File: src/rtl/cmw_pkg.sv
// package: register map, field layout and types of the compare-match waveform block
package cmw_pkg;

  // register byte offsets on the AXI4-Lite slave
  localparam logic [7:0] CMW_OFF_TMR_CTRL  = 8'h00;
  localparam logic [7:0] CMW_OFF_ENABLE    = 8'h04;
  localparam logic [7:0] CMW_OFF_FUNC_SEL  = 8'h08;
  localparam logic [7:0] CMW_OFF_IRQ_STAT  = 8'h0C;
  localparam logic [7:0] CMW_OFF_IRQ_MASK  = 8'h10;
  localparam logic [7:0] CMW_OFF_TIMER     = 8'h14;
  localparam logic [7:0] CMW_OFF_PRESCALE  = 8'h18;
  // per-channel pages: address bits [7:5] pick the page, [4:2] the channel
  localparam logic [2:0] CMW_PAGE_CH_CTRL  = 3'h2;
  localparam logic [2:0] CMW_PAGE_CH_CMP   = 3'h3;

  // base timer control fields
  localparam int CMW_CTRL_RUN   = 0;
  localparam int CMW_CTRL_CLR_A = 1;
  localparam int CMW_CTRL_CLR_B = 2;
  localparam int CMW_CTRL_W     = 3;

  // output mode field encodings
  localparam logic [2:0] CMW_MODE_SINGLE = 3'h0;
  localparam logic [2:0] CMW_MODE_PHASE  = 3'h1;
  localparam logic [2:0] CMW_MODE_SETRST = 3'h2;

  // widths and reset values
  localparam int          CMW_TIMER_W    = 16;
  localparam int          CMW_CHCTRL_W   = 6;
  localparam logic [15:0] CMW_TIMER_ZERO = 16'h0000;
  localparam logic [15:0] CMW_CMP_RST    = 16'h0000;
  localparam logic [15:0] CMW_PRESC_RST  = 16'h0000;
  localparam logic [2:0]  CMW_CTRL_RST   = 3'h0;
  localparam logic [1:0]  CMW_RESP_OKAY  = 2'h0;
  localparam logic [1:0]  CMW_RESP_SLVERR = 2'h2;

  // one channel's output control register, bit 0 upward: mode, ivl, rld, inv
  typedef struct packed {
    logic       level_flip;
    logic       reload_timing_sel;
    logic       default_level_sel;
    logic [2:0] output_mode_field;
  } cmw_chan_ctrl_t;

  localparam cmw_chan_ctrl_t CMW_CHCTRL_RST = '0;

endpackage

File: src/rtl/cmw_top.sv
// compare-match waveform generator: eight channels on a shared base timer, AXI4-Lite slave
// Contract
// - In single-phase mode a channel's output goes high when the timer equals its compare value.
// - In single-phase mode a high output returns low when the timer reaches zero.
// - The default level bit sets the output level at the moment generation starts.
// - The level flip bit inverts the generated waveform before it reaches the pin.
// - Free-running, a single-phase channel has period 65536, low width m, high width 65536-m.
// - With clear select A set and B clear, a channel-0 match clears the timer, period n+2.
// - In single-phase mode with channel-0 clearing, compare values of n+2 or more keep it low.
// - Software starts a channel by setting its enable bit and stops it by clearing it.
// - Every timer match with a channel's compare value sets that channel's match flag; here only enabled waveform channels set it.
// - In phase-delayed mode a channel's output toggles on each match.
// - Phase-delayed and free-running, high and low phases each last 65536 counts.
// - Phase-delayed with channel-0 clearing, phases last n+2, values of n+2 or more never toggle.
// - Each channel has a mode field choosing single-phase, phase-delayed or set/reset output; set/reset is not built and holds the default level.
// - Each channel has a reload select deciding when a written compare value becomes active.
//
// Decided for this implementation: the register offsets and the AXI4-Lite interface to the registers.
`timescale 1ns/1ps
`default_nettype none

module cmw_top
  import cmw_pkg::*;
#(
  parameter int NUM_CH = 8,
  parameter int ADDR_W = 8
)(
  input  wire logic              aclk,
  input  wire logic              aresetn,
  input  wire logic [ADDR_W-1:0] s_axi_awaddr,
  input  wire logic              s_axi_awvalid,
  output var  logic              s_axi_awready,
  input  wire logic [31:0]       s_axi_wdata,
  input  wire logic [3:0]        s_axi_wstrb,
  input  wire logic              s_axi_wvalid,
  output var  logic              s_axi_wready,
  output var  logic [1:0]        s_axi_bresp,
  output var  logic              s_axi_bvalid,
  input  wire logic              s_axi_bready,
  input  wire logic [ADDR_W-1:0] s_axi_araddr,
  input  wire logic              s_axi_arvalid,
  output var  logic              s_axi_arready,
  output var  logic [31:0]       s_axi_rdata,
  output var  logic [1:0]        s_axi_rresp,
  output var  logic              s_axi_rvalid,
  input  wire logic              s_axi_rready,
  output var  logic [NUM_CH-1:0] waveform_out_pin,
  output var  logic              irq
);

  if (NUM_CH < 1 || NUM_CH > 8 || ADDR_W != 8)
  begin : g_bad_param
    $error("cmw_top: NUM_CH must be 1..8 and ADDR_W must be 8");
  end

  // registers
  logic [CMW_CTRL_W-1:0]  tmr_ctrl;
  logic [NUM_CH-1:0]      channel_enable_reg;
  logic [NUM_CH-1:0]      function_select_reg;
  logic [NUM_CH-1:0]      match_irq_flag;
  logic [NUM_CH-1:0]      irq_mask;
  logic [15:0]            prescale;
  cmw_chan_ctrl_t         channel_output_control [NUM_CH];
  logic [15:0]            channel_compare_value  [NUM_CH];
  logic [15:0]            cmp_active             [NUM_CH];

  // timer and tick
  logic [CMW_TIMER_W-1:0] base_timer;
  logic [15:0]            presc_cnt;
  logic                   timer_count_clock;
  logic                   clr_armed;
  logic                   tick;
  logic                   at_zero;
  logic                   clear_on_ch0;
  logic [NUM_CH-1:0]      match_hit;
  logic [NUM_CH-1:0]      active;

  // bus internals
  logic                   aw_held;
  logic                   w_held;
  logic [ADDR_W-1:0]      aw_addr;
  logic [31:0]            w_data;
  logic [3:0]             w_strb;
  logic                   wr_en;
  logic                   wr_ok;
  logic [31:0]            rd_mux;
  logic                   rd_ok;
  logic                   rd_stat;

  // merge byte lanes of a write into the old register value
  function automatic logic [31:0] merge(input logic [31:0] old, input logic [31:0] nw,
                                        input logic [3:0] strb);
    logic [31:0] res;
    res = old;
    for (int b = 0; b < 4; b++)
    begin
      if (strb[b])
      begin
        res[8*b +: 8] = nw[8*b +: 8];
      end
    end
    return res;
  endfunction

  // a channel runs only when enabled and set for waveforms, not measurement
  assign active       = channel_enable_reg & ~function_select_reg;
  assign tick         = timer_count_clock & tmr_ctrl[CMW_CTRL_RUN];
  assign at_zero      = tick && (base_timer == CMW_TIMER_ZERO);
  assign clear_on_ch0 = tmr_ctrl[CMW_CTRL_CLR_A] & ~tmr_ctrl[CMW_CTRL_CLR_B];
  assign wr_en        = aw_held & w_held & ~s_axi_bvalid;

  // count clock divider: one-cycle enable every prescale+1 cycles
  always_ff @(posedge aclk)
  begin
    if (!aresetn)
    begin
      presc_cnt         <= CMW_PRESC_RST;
      timer_count_clock <= 1'b0;
    end
    else if (presc_cnt >= prescale)
    begin
      presc_cnt         <= CMW_PRESC_RST;
      timer_count_clock <= 1'b1;
    end
    else
    begin
      presc_cnt         <= presc_cnt + 16'h0001;
      timer_count_clock <= 1'b0;
    end
  end

  // base timer, up-count only; a channel-0 match arms a clear taken one tick
  // later, so the sequence 0..n+1 spans n+2 counts
  always_ff @(posedge aclk)
  begin
    if (!aresetn)
    begin
      base_timer <= CMW_TIMER_ZERO;
      clr_armed  <= 1'b0;
    end
    else if (tick)
    begin
      if (clr_armed)
      begin
        base_timer <= CMW_TIMER_ZERO;
      end
      else
      begin
        base_timer <= base_timer + 16'h0001;
      end
      clr_armed <= clear_on_ch0 && match_hit[0] && !clr_armed;
    end
    else if (!clear_on_ch0)
    begin
      clr_armed <= 1'b0;
    end
  end

  // per-channel compare reload, waveform state and pin
  for (genvar j = 0; j < NUM_CH; j++)
  begin : g_ch
    logic wave;
    logic was_active;
    cmw_chan_ctrl_t cc;

    assign cc           = channel_output_control[j];
    // matches are judged once per count tick
    assign match_hit[j] = tick && (base_timer == cmp_active[j]);

    // reload: immediately, or at the timer's zero when reload select is set
    always_ff @(posedge aclk)
    begin
      if (!aresetn)
      begin
        cmp_active[j] <= CMW_CMP_RST;
      end
      else if (!cc.reload_timing_sel || at_zero)
      begin
        cmp_active[j] <= channel_compare_value[j];
      end
    end

    // waveform state; set/reset pairing is not built, that mode holds the default
    always_ff @(posedge aclk)
    begin
      if (!aresetn)
      begin
        wave       <= 1'b0;
        was_active <= 1'b0;
      end
      else
      begin
        was_active <= active[j];
        if (!active[j] || !was_active)
        begin
          wave <= cc.default_level_sel;
        end
        else
        begin
          case (cc.output_mode_field)
            CMW_MODE_SINGLE:
            begin
              // match wins over zero so a compare value of 0 gives a zero low width
              if (match_hit[j])
              begin
                wave <= 1'b1;
              end
              else if (at_zero)
              begin
                wave <= 1'b0;
              end
            end
            CMW_MODE_PHASE:
            begin
              if (match_hit[j])
              begin
                wave <= ~wave;
              end
            end
            default:
            begin
              wave <= wave;
            end
          endcase
        end
      end
    end

    // pin register: generated level xor level flip, default level xor flip while stopped
    always_ff @(posedge aclk)
    begin
      if (!aresetn)
      begin
        waveform_out_pin[j] <= 1'b0;
      end
      else
      begin
        waveform_out_pin[j] <= wave ^ cc.level_flip;
      end
    end
  end

  // sticky match flags; a new match wins over the read-clear
  always_ff @(posedge aclk)
  begin
    if (!aresetn)
    begin
      match_irq_flag <= '0;
    end
    else
    begin
      match_irq_flag <= (match_irq_flag & ~({NUM_CH{rd_stat}})) | (match_hit & active);
    end
  end

  // level interrupt, registered
  always_ff @(posedge aclk)
  begin
    if (!aresetn)
    begin
      irq <= 1'b0;
    end
    else
    begin
      irq <= |(match_irq_flag & irq_mask);
    end
  end

  // write decode result
  always_comb
  begin
    wr_ok = 1'b1;
    if (aw_addr == CMW_OFF_TMR_CTRL || aw_addr == CMW_OFF_ENABLE)
    begin
      wr_ok = 1'b1;
    end
    else if (aw_addr == CMW_OFF_FUNC_SEL || aw_addr == CMW_OFF_IRQ_MASK)
    begin
      wr_ok = 1'b1;
    end
    else if (aw_addr == CMW_OFF_PRESCALE)
    begin
      wr_ok = 1'b1;
    end
    else if ((aw_addr[7:5] == CMW_PAGE_CH_CTRL || aw_addr[7:5] == CMW_PAGE_CH_CMP)
             && 32'(aw_addr[4:2]) < NUM_CH)
    begin
      wr_ok = 1'b1;
    end
    else
    begin
      wr_ok = 1'b0;  // status and timer are read-only, the rest unmapped
    end
  end

  // register writes
  always_ff @(posedge aclk)
  begin
    if (!aresetn)
    begin
      tmr_ctrl            <= CMW_CTRL_RST;
      channel_enable_reg  <= '0;
      function_select_reg <= '0;
      irq_mask            <= '0;
      prescale            <= CMW_PRESC_RST;
      for (int k = 0; k < NUM_CH; k++)
      begin
        channel_output_control[k] <= CMW_CHCTRL_RST;
        channel_compare_value[k]  <= CMW_CMP_RST;
      end
    end
    else if (wr_en)
    begin
      if (aw_addr == CMW_OFF_TMR_CTRL)
      begin
        tmr_ctrl <= CMW_CTRL_W'(merge(32'(tmr_ctrl), w_data, w_strb));
      end
      else if (aw_addr == CMW_OFF_ENABLE)
      begin
        channel_enable_reg <= NUM_CH'(merge(32'(channel_enable_reg), w_data, w_strb));
      end
      else if (aw_addr == CMW_OFF_FUNC_SEL)
      begin
        function_select_reg <= NUM_CH'(merge(32'(function_select_reg), w_data, w_strb));
      end
      else if (aw_addr == CMW_OFF_IRQ_MASK)
      begin
        irq_mask <= NUM_CH'(merge(32'(irq_mask), w_data, w_strb));
      end
      else if (aw_addr == CMW_OFF_PRESCALE)
      begin
        prescale <= 16'(merge(32'(prescale), w_data, w_strb));
      end
      else if (aw_addr[7:5] == CMW_PAGE_CH_CTRL && 32'(aw_addr[4:2]) < NUM_CH)
      begin
        channel_output_control[aw_addr[4:2]] <= CMW_CHCTRL_W'(merge(
          32'(channel_output_control[aw_addr[4:2]]), w_data, w_strb));
      end
      else if (aw_addr[7:5] == CMW_PAGE_CH_CMP && 32'(aw_addr[4:2]) < NUM_CH)
      begin
        channel_compare_value[aw_addr[4:2]] <= 16'(merge(
          32'(channel_compare_value[aw_addr[4:2]]), w_data, w_strb));
      end
    end
  end

  // write channels: address and data taken in either order, response after both
  always_ff @(posedge aclk)
  begin
    if (!aresetn)
    begin
      aw_held       <= 1'b0;
      w_held        <= 1'b0;
      aw_addr       <= '0;
      w_data        <= '0;
      w_strb        <= '0;
      s_axi_awready <= 1'b1;
      s_axi_wready  <= 1'b1;
      s_axi_bvalid  <= 1'b0;
      s_axi_bresp   <= CMW_RESP_OKAY;
    end
    else
    begin
      if (s_axi_awvalid && s_axi_awready)
      begin
        aw_held       <= 1'b1;
        aw_addr       <= {s_axi_awaddr[ADDR_W-1:2], 2'b00};
        s_axi_awready <= 1'b0;
      end
      if (s_axi_wvalid && s_axi_wready)
      begin
        w_held       <= 1'b1;
        w_data       <= s_axi_wdata;
        w_strb       <= s_axi_wstrb;
        s_axi_wready <= 1'b0;
      end
      if (wr_en)
      begin
        aw_held      <= 1'b0;
        w_held       <= 1'b0;
        s_axi_bvalid <= 1'b1;
        s_axi_bresp  <= wr_ok ? CMW_RESP_OKAY : CMW_RESP_SLVERR;
      end
      if (s_axi_bvalid && s_axi_bready)
      begin
        s_axi_bvalid  <= 1'b0;
        s_axi_awready <= 1'b1;
        s_axi_wready  <= 1'b1;
      end
    end
  end

  // read mux
  always_comb
  begin
    rd_mux = '0;
    rd_ok  = 1'b1;
    if (s_axi_araddr[7:2] == CMW_OFF_TMR_CTRL[7:2])
    begin
      rd_mux = 32'(tmr_ctrl);
    end
    else if (s_axi_araddr[7:2] == CMW_OFF_ENABLE[7:2])
    begin
      rd_mux = 32'(channel_enable_reg);
    end
    else if (s_axi_araddr[7:2] == CMW_OFF_FUNC_SEL[7:2])
    begin
      rd_mux = 32'(function_select_reg);
    end
    else if (s_axi_araddr[7:2] == CMW_OFF_IRQ_STAT[7:2])
    begin
      rd_mux = 32'(match_irq_flag);
    end
    else if (s_axi_araddr[7:2] == CMW_OFF_IRQ_MASK[7:2])
    begin
      rd_mux = 32'(irq_mask);
    end
    else if (s_axi_araddr[7:2] == CMW_OFF_TIMER[7:2])
    begin
      rd_mux = 32'(base_timer);
    end
    else if (s_axi_araddr[7:2] == CMW_OFF_PRESCALE[7:2])
    begin
      rd_mux = 32'(prescale);
    end
    else if (s_axi_araddr[7:5] == CMW_PAGE_CH_CTRL && 32'(s_axi_araddr[4:2]) < NUM_CH)
    begin
      rd_mux = 32'(channel_output_control[s_axi_araddr[4:2]]);
    end
    else if (s_axi_araddr[7:5] == CMW_PAGE_CH_CMP && 32'(s_axi_araddr[4:2]) < NUM_CH)
    begin
      rd_mux = 32'(channel_compare_value[s_axi_araddr[4:2]]);
    end
    else
    begin
      rd_ok = 1'b0;
    end
  end

  // reading the status register clears the flags it returned
  assign rd_stat = s_axi_arvalid && s_axi_arready
                   && s_axi_araddr[7:2] == CMW_OFF_IRQ_STAT[7:2];

  // read channel: data one cycle after the address is taken
  always_ff @(posedge aclk)
  begin
    if (!aresetn)
    begin
      s_axi_arready <= 1'b1;
      s_axi_rvalid  <= 1'b0;
      s_axi_rdata   <= '0;
      s_axi_rresp   <= CMW_RESP_OKAY;
    end
    else if (s_axi_arvalid && s_axi_arready)
    begin
      s_axi_arready <= 1'b0;
      s_axi_rvalid  <= 1'b1;
      s_axi_rdata   <= rd_mux;
      s_axi_rresp   <= rd_ok ? CMW_RESP_OKAY : CMW_RESP_SLVERR;
    end
    else if (s_axi_rvalid && s_axi_rready)
    begin
      s_axi_rvalid  <= 1'b0;
      s_axi_arready <= 1'b1;
    end
  end

endmodule

`default_nettype wire

File: config.mk
export PLATFORM = sky130hd
export DESIGN_NAME = cmw_top
export DESIGN_NICKNAME = d
export VERILOG_FILES = /design/src/rtl/cmw_pkg.sv /design/src/rtl/cmw_top.sv
export SDC_FILE = /design/constraint.sdc
export NUM_CORES = 1
export LEC_CHECK = 0
export BUFFER_PORTS_ARGS = -buffer_cell sky130_fd_sc_hd__buf_2
export CORE_MARGIN = 5
export CORE_UTILIZATION = 56
export CTS_CLUSTER_DIAMETER = 60
export DETAILED_ROUTE_END_ITERATION = 6
export PLACE_DENSITY_LB_ADDON = 0.12
export SLEW_MARGIN = 20
export SYNTH_ARGS = -nofsm -noshare
export SYNTH_HDL_FRONTEND = slang
export SYNTH_SLANG_ARGS = --single-unit
export TNS_END_PERCENT = 100
File: constraint.sdc
create_clock -name aclk -period 2.52 [get_ports aclk]
set_clock_uncertainty 0.1 [all_clocks]
set_input_delay 0.63 -clock aclk [delete_from_list [all_inputs] [get_ports aclk]]
set_output_delay 0.63 -clock aclk [all_outputs]
set_load 0.05 [all_outputs]
==> metrics.cfg, run 1 <==
[die]
die_h_um = 207
die-width_um = 207
rows = 72
io_pins = 109
core_um2 = 38600
die-area_um2 = 43000
start_util_pct = 56.5

[grt]
grt_first_pass_wirelength_um = 92000
grtUsageMet1_pct = 38.5
use_met3_pct = 4.19
grt_pass1_vias = 15000
grt_antenna_before_repair = 0
grt_max_degree = 46
grtUsageMet2_pct = 46.9
grt_util_all_layers_pct = 28.0
grt_overflow_total = 0
top_usage_layer = met2

[logic_synthesis]
yosysUniqueCellTypes = 62
postSynth.asyncResetShare_pct = 0
synth-edff-count = 304
synth_cells = 1894
syn-cell-area_um2 = 21800
syn_area_per_cell_um2 = 11.5
yosysWarningCount = 0
ys_seq_area_share_pct = 56.5
synth_ff_type = edfxtp_1
synth_seq_cells = 463

[sta]
slew_violations = 0
max_freq_mhz = 412
hold_viol = 0
period_share_pct = 96.3
max_slew_margin_pct = 39.5
tightest_slew_ps = 907
min_period_ps = 2430
fin_tns_setup_ps = 0
rsz0062_at_grt = false
finalSetupViolations = 0

[placement]
portBuffers = 68
hpwl_um = 46000
gp_congestion = 0.940

[drt]
wl_per_cell_um = 23.7
first_pass_iters = 6
vias_per_cell = 5.86
wirelength_um = 61300
drc = 0
vias = 15200
ant_nets = 0
first_iter_violations = 1626

[final_layout]
nets = 2108
layout-drive-gt1-share_pct = 16.9
fillerInstances = 3032
area_growth_syn_to_layout_pct = 15.4
reg_top3 = channel_compare_value: 128 flops, cmp_active: 128 flops, channel_output_control: 48 flops

[power_and_ir_drop]
internal_power_uw = 13000
p_comb_share_pct = 7.1
power_switching_uw = 4030
ir_drop_uv = 584
finalPower_uw = 17100
p_sw_share_pct = 23.6
clkPwrFrac_pct = 42.6
seqPwrFrac_pct = 50.3
pwr_density_cell_nw_per_um2 = 678
p_leak_uw = 0.0101

[clocking]
clock_latency_ps = 600
cts-root-buf = clkbuf_16
htree_levels = 2
postCtsHoldBufs = 0
clk_path_buf_depth = 3
cts_sinks = 463
clk_pin_slew_ps = 60
cts_made_buffers = 50
tritoncts = yes

[critical_path]
cp-end-kind = flip-flop
cp-start-kind = flip-flop
crit_slowest_cell = dfxtp_1
r2r_cells = 8
critical_path.max_stage_delay_ps = 340
worstPathArrival_ps = 2840
critPathKind = reg -> reg
cp_cell_sequence = buf_4, xor2_1, nor4_1, nand3_1, nor4_2, buf_4, mux2_2, a31oi_1
cp_common_cell = buf_4
critPathMaxFanout = 13
required_ps = 2930

[min_path]
whs_path_depth = 2
hold_class = in -> reg

[run_status]
outcome = complete, no violations

[job]
maxCapViolCount = 0

## logic make-up (layout without fill, tap and decap cells)
| family | Yosys count | count (layout) | share of synthesized area [%] |
|---|---|---|---|
| adders and majority gates | 19 | 19 | 1.09 |
| other | 1 | 19 | 0.0172 |
| and+or+nand+nor | 725 | 725 | 17.9 |
| DFF | 463 | 463 | 56.5 |
| AOI/OAI and AO/OA | 251 | 251 | 7.13 |
| buffers and inverters | 169 | 330 | 3.51 |
| xor gates and xnor gates | 165 | 165 | 6.63 |
| muxes | 101 | 101 | 7.22 |
## worst max-delay path, delay by kind of cell, from the launching register on
family,cells,cell delay (ps)
xor gates and xnor gates,1,140
and+or+nand+nor,3,710
muxes,1,340
DFF,1,340
AOI/OAI and AO/OA,1,170
buffers and inverters,2,540
## cell type report
class,instances,area (um2),share of cell area (%)
antenna,1,2.50,0.00995
multi-input combinational,1279,8850,35.2
clock buffer,71,1450,5.77
inverter,39,148,0.587
timing repair buffer,197,1550,6.17
sequential,463,12300,48.9
tap,518,648,2.58
clock inverter,23,190,0.756
## path summary, 6_finish.rpt
check / from / to / slack, ps
worst max-delay path: base_timer[12] / g_ch[4].wave / 90
worst min-delay path: s_axi_wvalid / s_axi_wready / 150
worst max register to register: base_timer[12] / g_ch[4].wave / 90
worst min register to register: prescale[4] / prescale[4] / 360
## cell usage after synthesis (all sizes together), types with 8 or more instances
master,count,area share [%]
inv,37,0.64
nor3,18,0.41
a31oi,12,0.34
ha,19,1.1
nor4,28,0.83
edfxtp,304,42
nand2b,8,0.23
clkbuf,63,1.1
and3b,8,0.32
a22o,14,0.56
nand2,126,2.2
mux4,44,4.5
o22ai,14,0.40
dfxtp,159,15
a21oi,91,2.3
o21ai,64,1.5
mux2,9,0.46
nor2,123,2.1
xor2,108,4.3
a22oi,12,0.41
nand3,45,1.0
mux2i,48,2.2
nand4,19,0.55
a21o,8,0.28
and2,312,9.0
buf,67,1.8
xnor2,57,2.3
## routing by layer
layer / routed length, um / vias to the layer above
met5: 0 / -
met4: 1660 / 0
met3: 4700 / 104
met2: 29800 / 600
met1: 25200 / 7534
li1: - / 6947
## power groups by stage
stage	sequential, uW	clock, uW	combinational [uW]
detailed placement	8730	0	1200
floorplan	8690	0	733
global route	8590	7650	1290
CTS	8570	7350	1200
finish	8570	7270	1210
global placement	8720	0	1180
## repair_timing
action	CTS	global route
resized for setup	0	3
buffers inserted	0	1
setup endpoints to repair	0	193
## through the flow
step / cell area [um2] / util [%] / hold WS [ps] / setup slack, ps / cells
4_1_cts: 25100 / 65.2 / 128 / 49.4 / 2589
3_5_place_dp: 23500 / 60.9 / 347 / -44.8 / 2495
5_1_grt: 25200 / 65.2 / 151 / 3.19 / 2590
2_1_floorplan: 21900 / - / 324 / -72.6 / 1911
3_3_place_gp: 23500 / 60.9 / 342 / -46.2 / 2495
6_report: 25200 / 65.3 / 148 / 93.4 / 2591
## placed cells by master (no fill, tap or decap), drive strengths merged, types with 9 or more instances in the layout
cell type	synthesis	layout
ha	19	19
a21oi	91	91
a22o	14	14
nor3	18	18
mux2i	48	48
buf	67	197
mux2	9	9
xnor2	57	57
o22ai	14	14
nand4	19	19
dfxtp	159	159
a31oi	12	12
clkbuf	63	71
edfxtp	304	304
a22oi	12	12
mux4	44	44
and2	312	312
xor2	108	108
conb	1	18
nor4	28	28
o21ai	64	64
clkinv	2	22
nand3	45	45
inv	37	37
nor2	123	123
nand2	126	126
Power figures use the tool's default switching activity.
==> run 2: changes to the inputs <==
Settings changed: RECOVER_POWER set to 25.
==> metrics.cfg, run 2 (same netlist as run 1, synthesis figures left out) <==
[drt]
vias = 15200  ; +0.26%
first_pass_iters = 5  ; -1
wirelength_um = 61500  ; +0.19%
first_iter_violations = 1632  ; +0.37%
wl_per_cell_um = 23.7  ; +0.23%
ant_nets = 0  ; unchanged
vias_per_cell = 5.88  ; +0.30%
drc = 0  ; unchanged

[clocking]
cts-root-buf = clkbuf_16
cts_sinks = 463  ; unchanged
postCtsHoldBufs = 0  ; unchanged
cts_made_buffers = 50  ; unchanged
clock_latency_ps = 600  ; about the same
clk_path_buf_depth = 3  ; unchanged
tritoncts = yes
htree_levels = 2  ; unchanged
clk_pin_slew_ps = 60  ; about the same

[critical_path]
cp-end-kind = flip-flop
critPathMaxFanout = 21  ; +8
cp-start-kind = input pin
path_buf_inv = 3  ; +1
crit_slowest_cell = clkbuf_1
critical_path.max_stage_delay_ps = 1040  ; +700 ps
required_ps = 2950  ; +20 ps
worstPathArrival_ps = 2890  ; +50 ps
cp_top_family = buffers and inverters
cp_cell_sequence = buf_2, clkbuf_1, nand2_1, a211oi_1, buf_4, a22o_1
critPathKind = in -> reg

[sta]
finalSetupViolations = 0  ; unchanged
tightest_slew_ps = 1410  ; +506 ps
slew_violations = 0  ; unchanged
max_freq_mhz = 406  ; -1.4%
setup_slack_ps = 58.5  ; -34.9 ps
rsz0062_at_grt = false
whs_ps = 149  ; +0.910 ps
period_share_pct = 97.7  ; +1.4 points
max_slew_margin_pct = 5.78  ; -34 points
min_period_ps = 2460  ; +34.9 ps
hold_viol = 0  ; unchanged

[final_layout]
final_util_pct = 65.0  ; -0.26 points
nets = 2108  ; unchanged
most-common-layout-cells = edfxtp_1 (304), and2_1 (280), dfxtp_1 (159), nor2_1 (123), nand2_1 (118)
reg_top3 = channel_compare_value: 128 flops, cmp_active: 128 flops, channel_output_control: 48 flops
area_growth_syn_to_layout_pct = 15.0
layout-drive-gt1-share_pct = 15.2  ; -1.8 points
final_common_cell = edfxtp_1
diodes = 0  ; -1
fillerInstances = 3059  ; +0.89%

[placement]
hpwl_um = 46000  ; unchanged
gp_congestion = 0.940  ; unchanged
portBuffers = 68  ; unchanged
place_ws_ps = -44.8  ; unchanged

[power_and_ir_drop]
pwr_density_cell_nw_per_um2 = 680  ; +0.33%
p_leak_uw = 0.00995  ; -1.9%
finalPower_uw = 17000  ; about the same
ir_drop_uv = 582  ; -0.34%

[grt]
grt_pass1_vias = 15000  ; unchanged
grt_overflow_total = 0  ; unchanged
grt_antenna_before_repair = 0  ; unchanged
grt_first_pass_wirelength_um = 92000  ; unchanged
grt_max_degree = 46  ; unchanged
grt_util_all_layers_pct = 28.0  ; unchanged

[die]
die-area_um2 = 43000  ; unchanged
io_pins = 109  ; unchanged
rows = 72  ; unchanged
start_util_pct = 56.5  ; unchanged
die-width_um = 207  ; unchanged
die_h_um = 207  ; unchanged
core_um2 = 38600  ; unchanged

[min_path]
hold_class = in -> reg

[run_status]
outcome = complete, no violations

[job]
maxCapViolCount = 0  ; unchanged

-- run 2: changes by cell type in the layout (fill, tap and decap cells not counted), sizes merged --
cell and delta:
buf -48, clkbuf +48, clkinv -1, clkinvlp +1
diode -1
-- run 2: final timing paths --
check                 startpoint              end  slack (ps)  cells past startpoint
setup / recovery         aresetn  s_axi_rdata[12]          60                      6
hold / removal      s_axi_wvalid     s_axi_wready         150                      2
setup reg to reg  base_timer[12]     g_ch[4].wave         110                      8
hold reg to reg      prescale[4]      prescale[4]         360                      2
-- run 2: layout make-up --
type | count | area (um2) | area share [%]
Timing Repair Buffer | 197 | 1450 | 5.80
Tap cell | 518 | 648 | 2.59
Clock inverter | 23 | 190 | 0.759
Sequential cell | 463 | 12300 | 49.1
Clock buffer | 71 | 1450 | 5.80
Multi-Input combinational cell | 1279 | 8850 | 35.3
Inverter | 39 | 148 | 0.589
-- run 2: metrics by stage --
| stage | instances | TNS [ps] | area, um2 |
|---|---|---|---|
| final | 2590 | 0 | 25100 |
| after floorplan | 1911 | -8150 | 21900 |
| after global routing | 2590 | 0 | 25100 |
| after detailed placement | 2495 | -204 | 23500 |
| after global placement | 2495 | -348 | 23500 |
| after CTS | 2589 | 0 | 25100 |
-- run 2: power breakdown --
part | switching (uW) | internal [uW] | leakage, uW
registers | 229 | 8340 | 0.00455
logic | 754 | 443 | 0.00459
clock network | 3050 | 4230 | 0.000810
total | 4030 | 13000 | 0.00995
-- run 2: routing by layer --
metal / share of wire [%] / vias to the layer above / wire (um) / track usage, %
met2: 49 / 618 / 29800 / 46.9
met4: 2.7 / 0 / 1650 / 7.96
met3: 7.8 / 107 / 4790 / 4.19
met1: 41 / 7543 / 25200 / 38.5
li1: - / 6956 / - / -
met5: 0 / - / 0 / 0
-- run 2: timing repair --
action / CTS / global route
buffers inserted: 0 / 1
resized for setup: 0 / 3
endpoints found under the setup margin: 0 / 193
-- run 2: worst reg2reg max path, delay by kind of cell (launching register included) --
family,cells,cell delay (ps)
mux,1,340
xor+xnor,1,160
flops,1,340
compound gates,1,150
simple gates,3,720
buf+inv,2,530
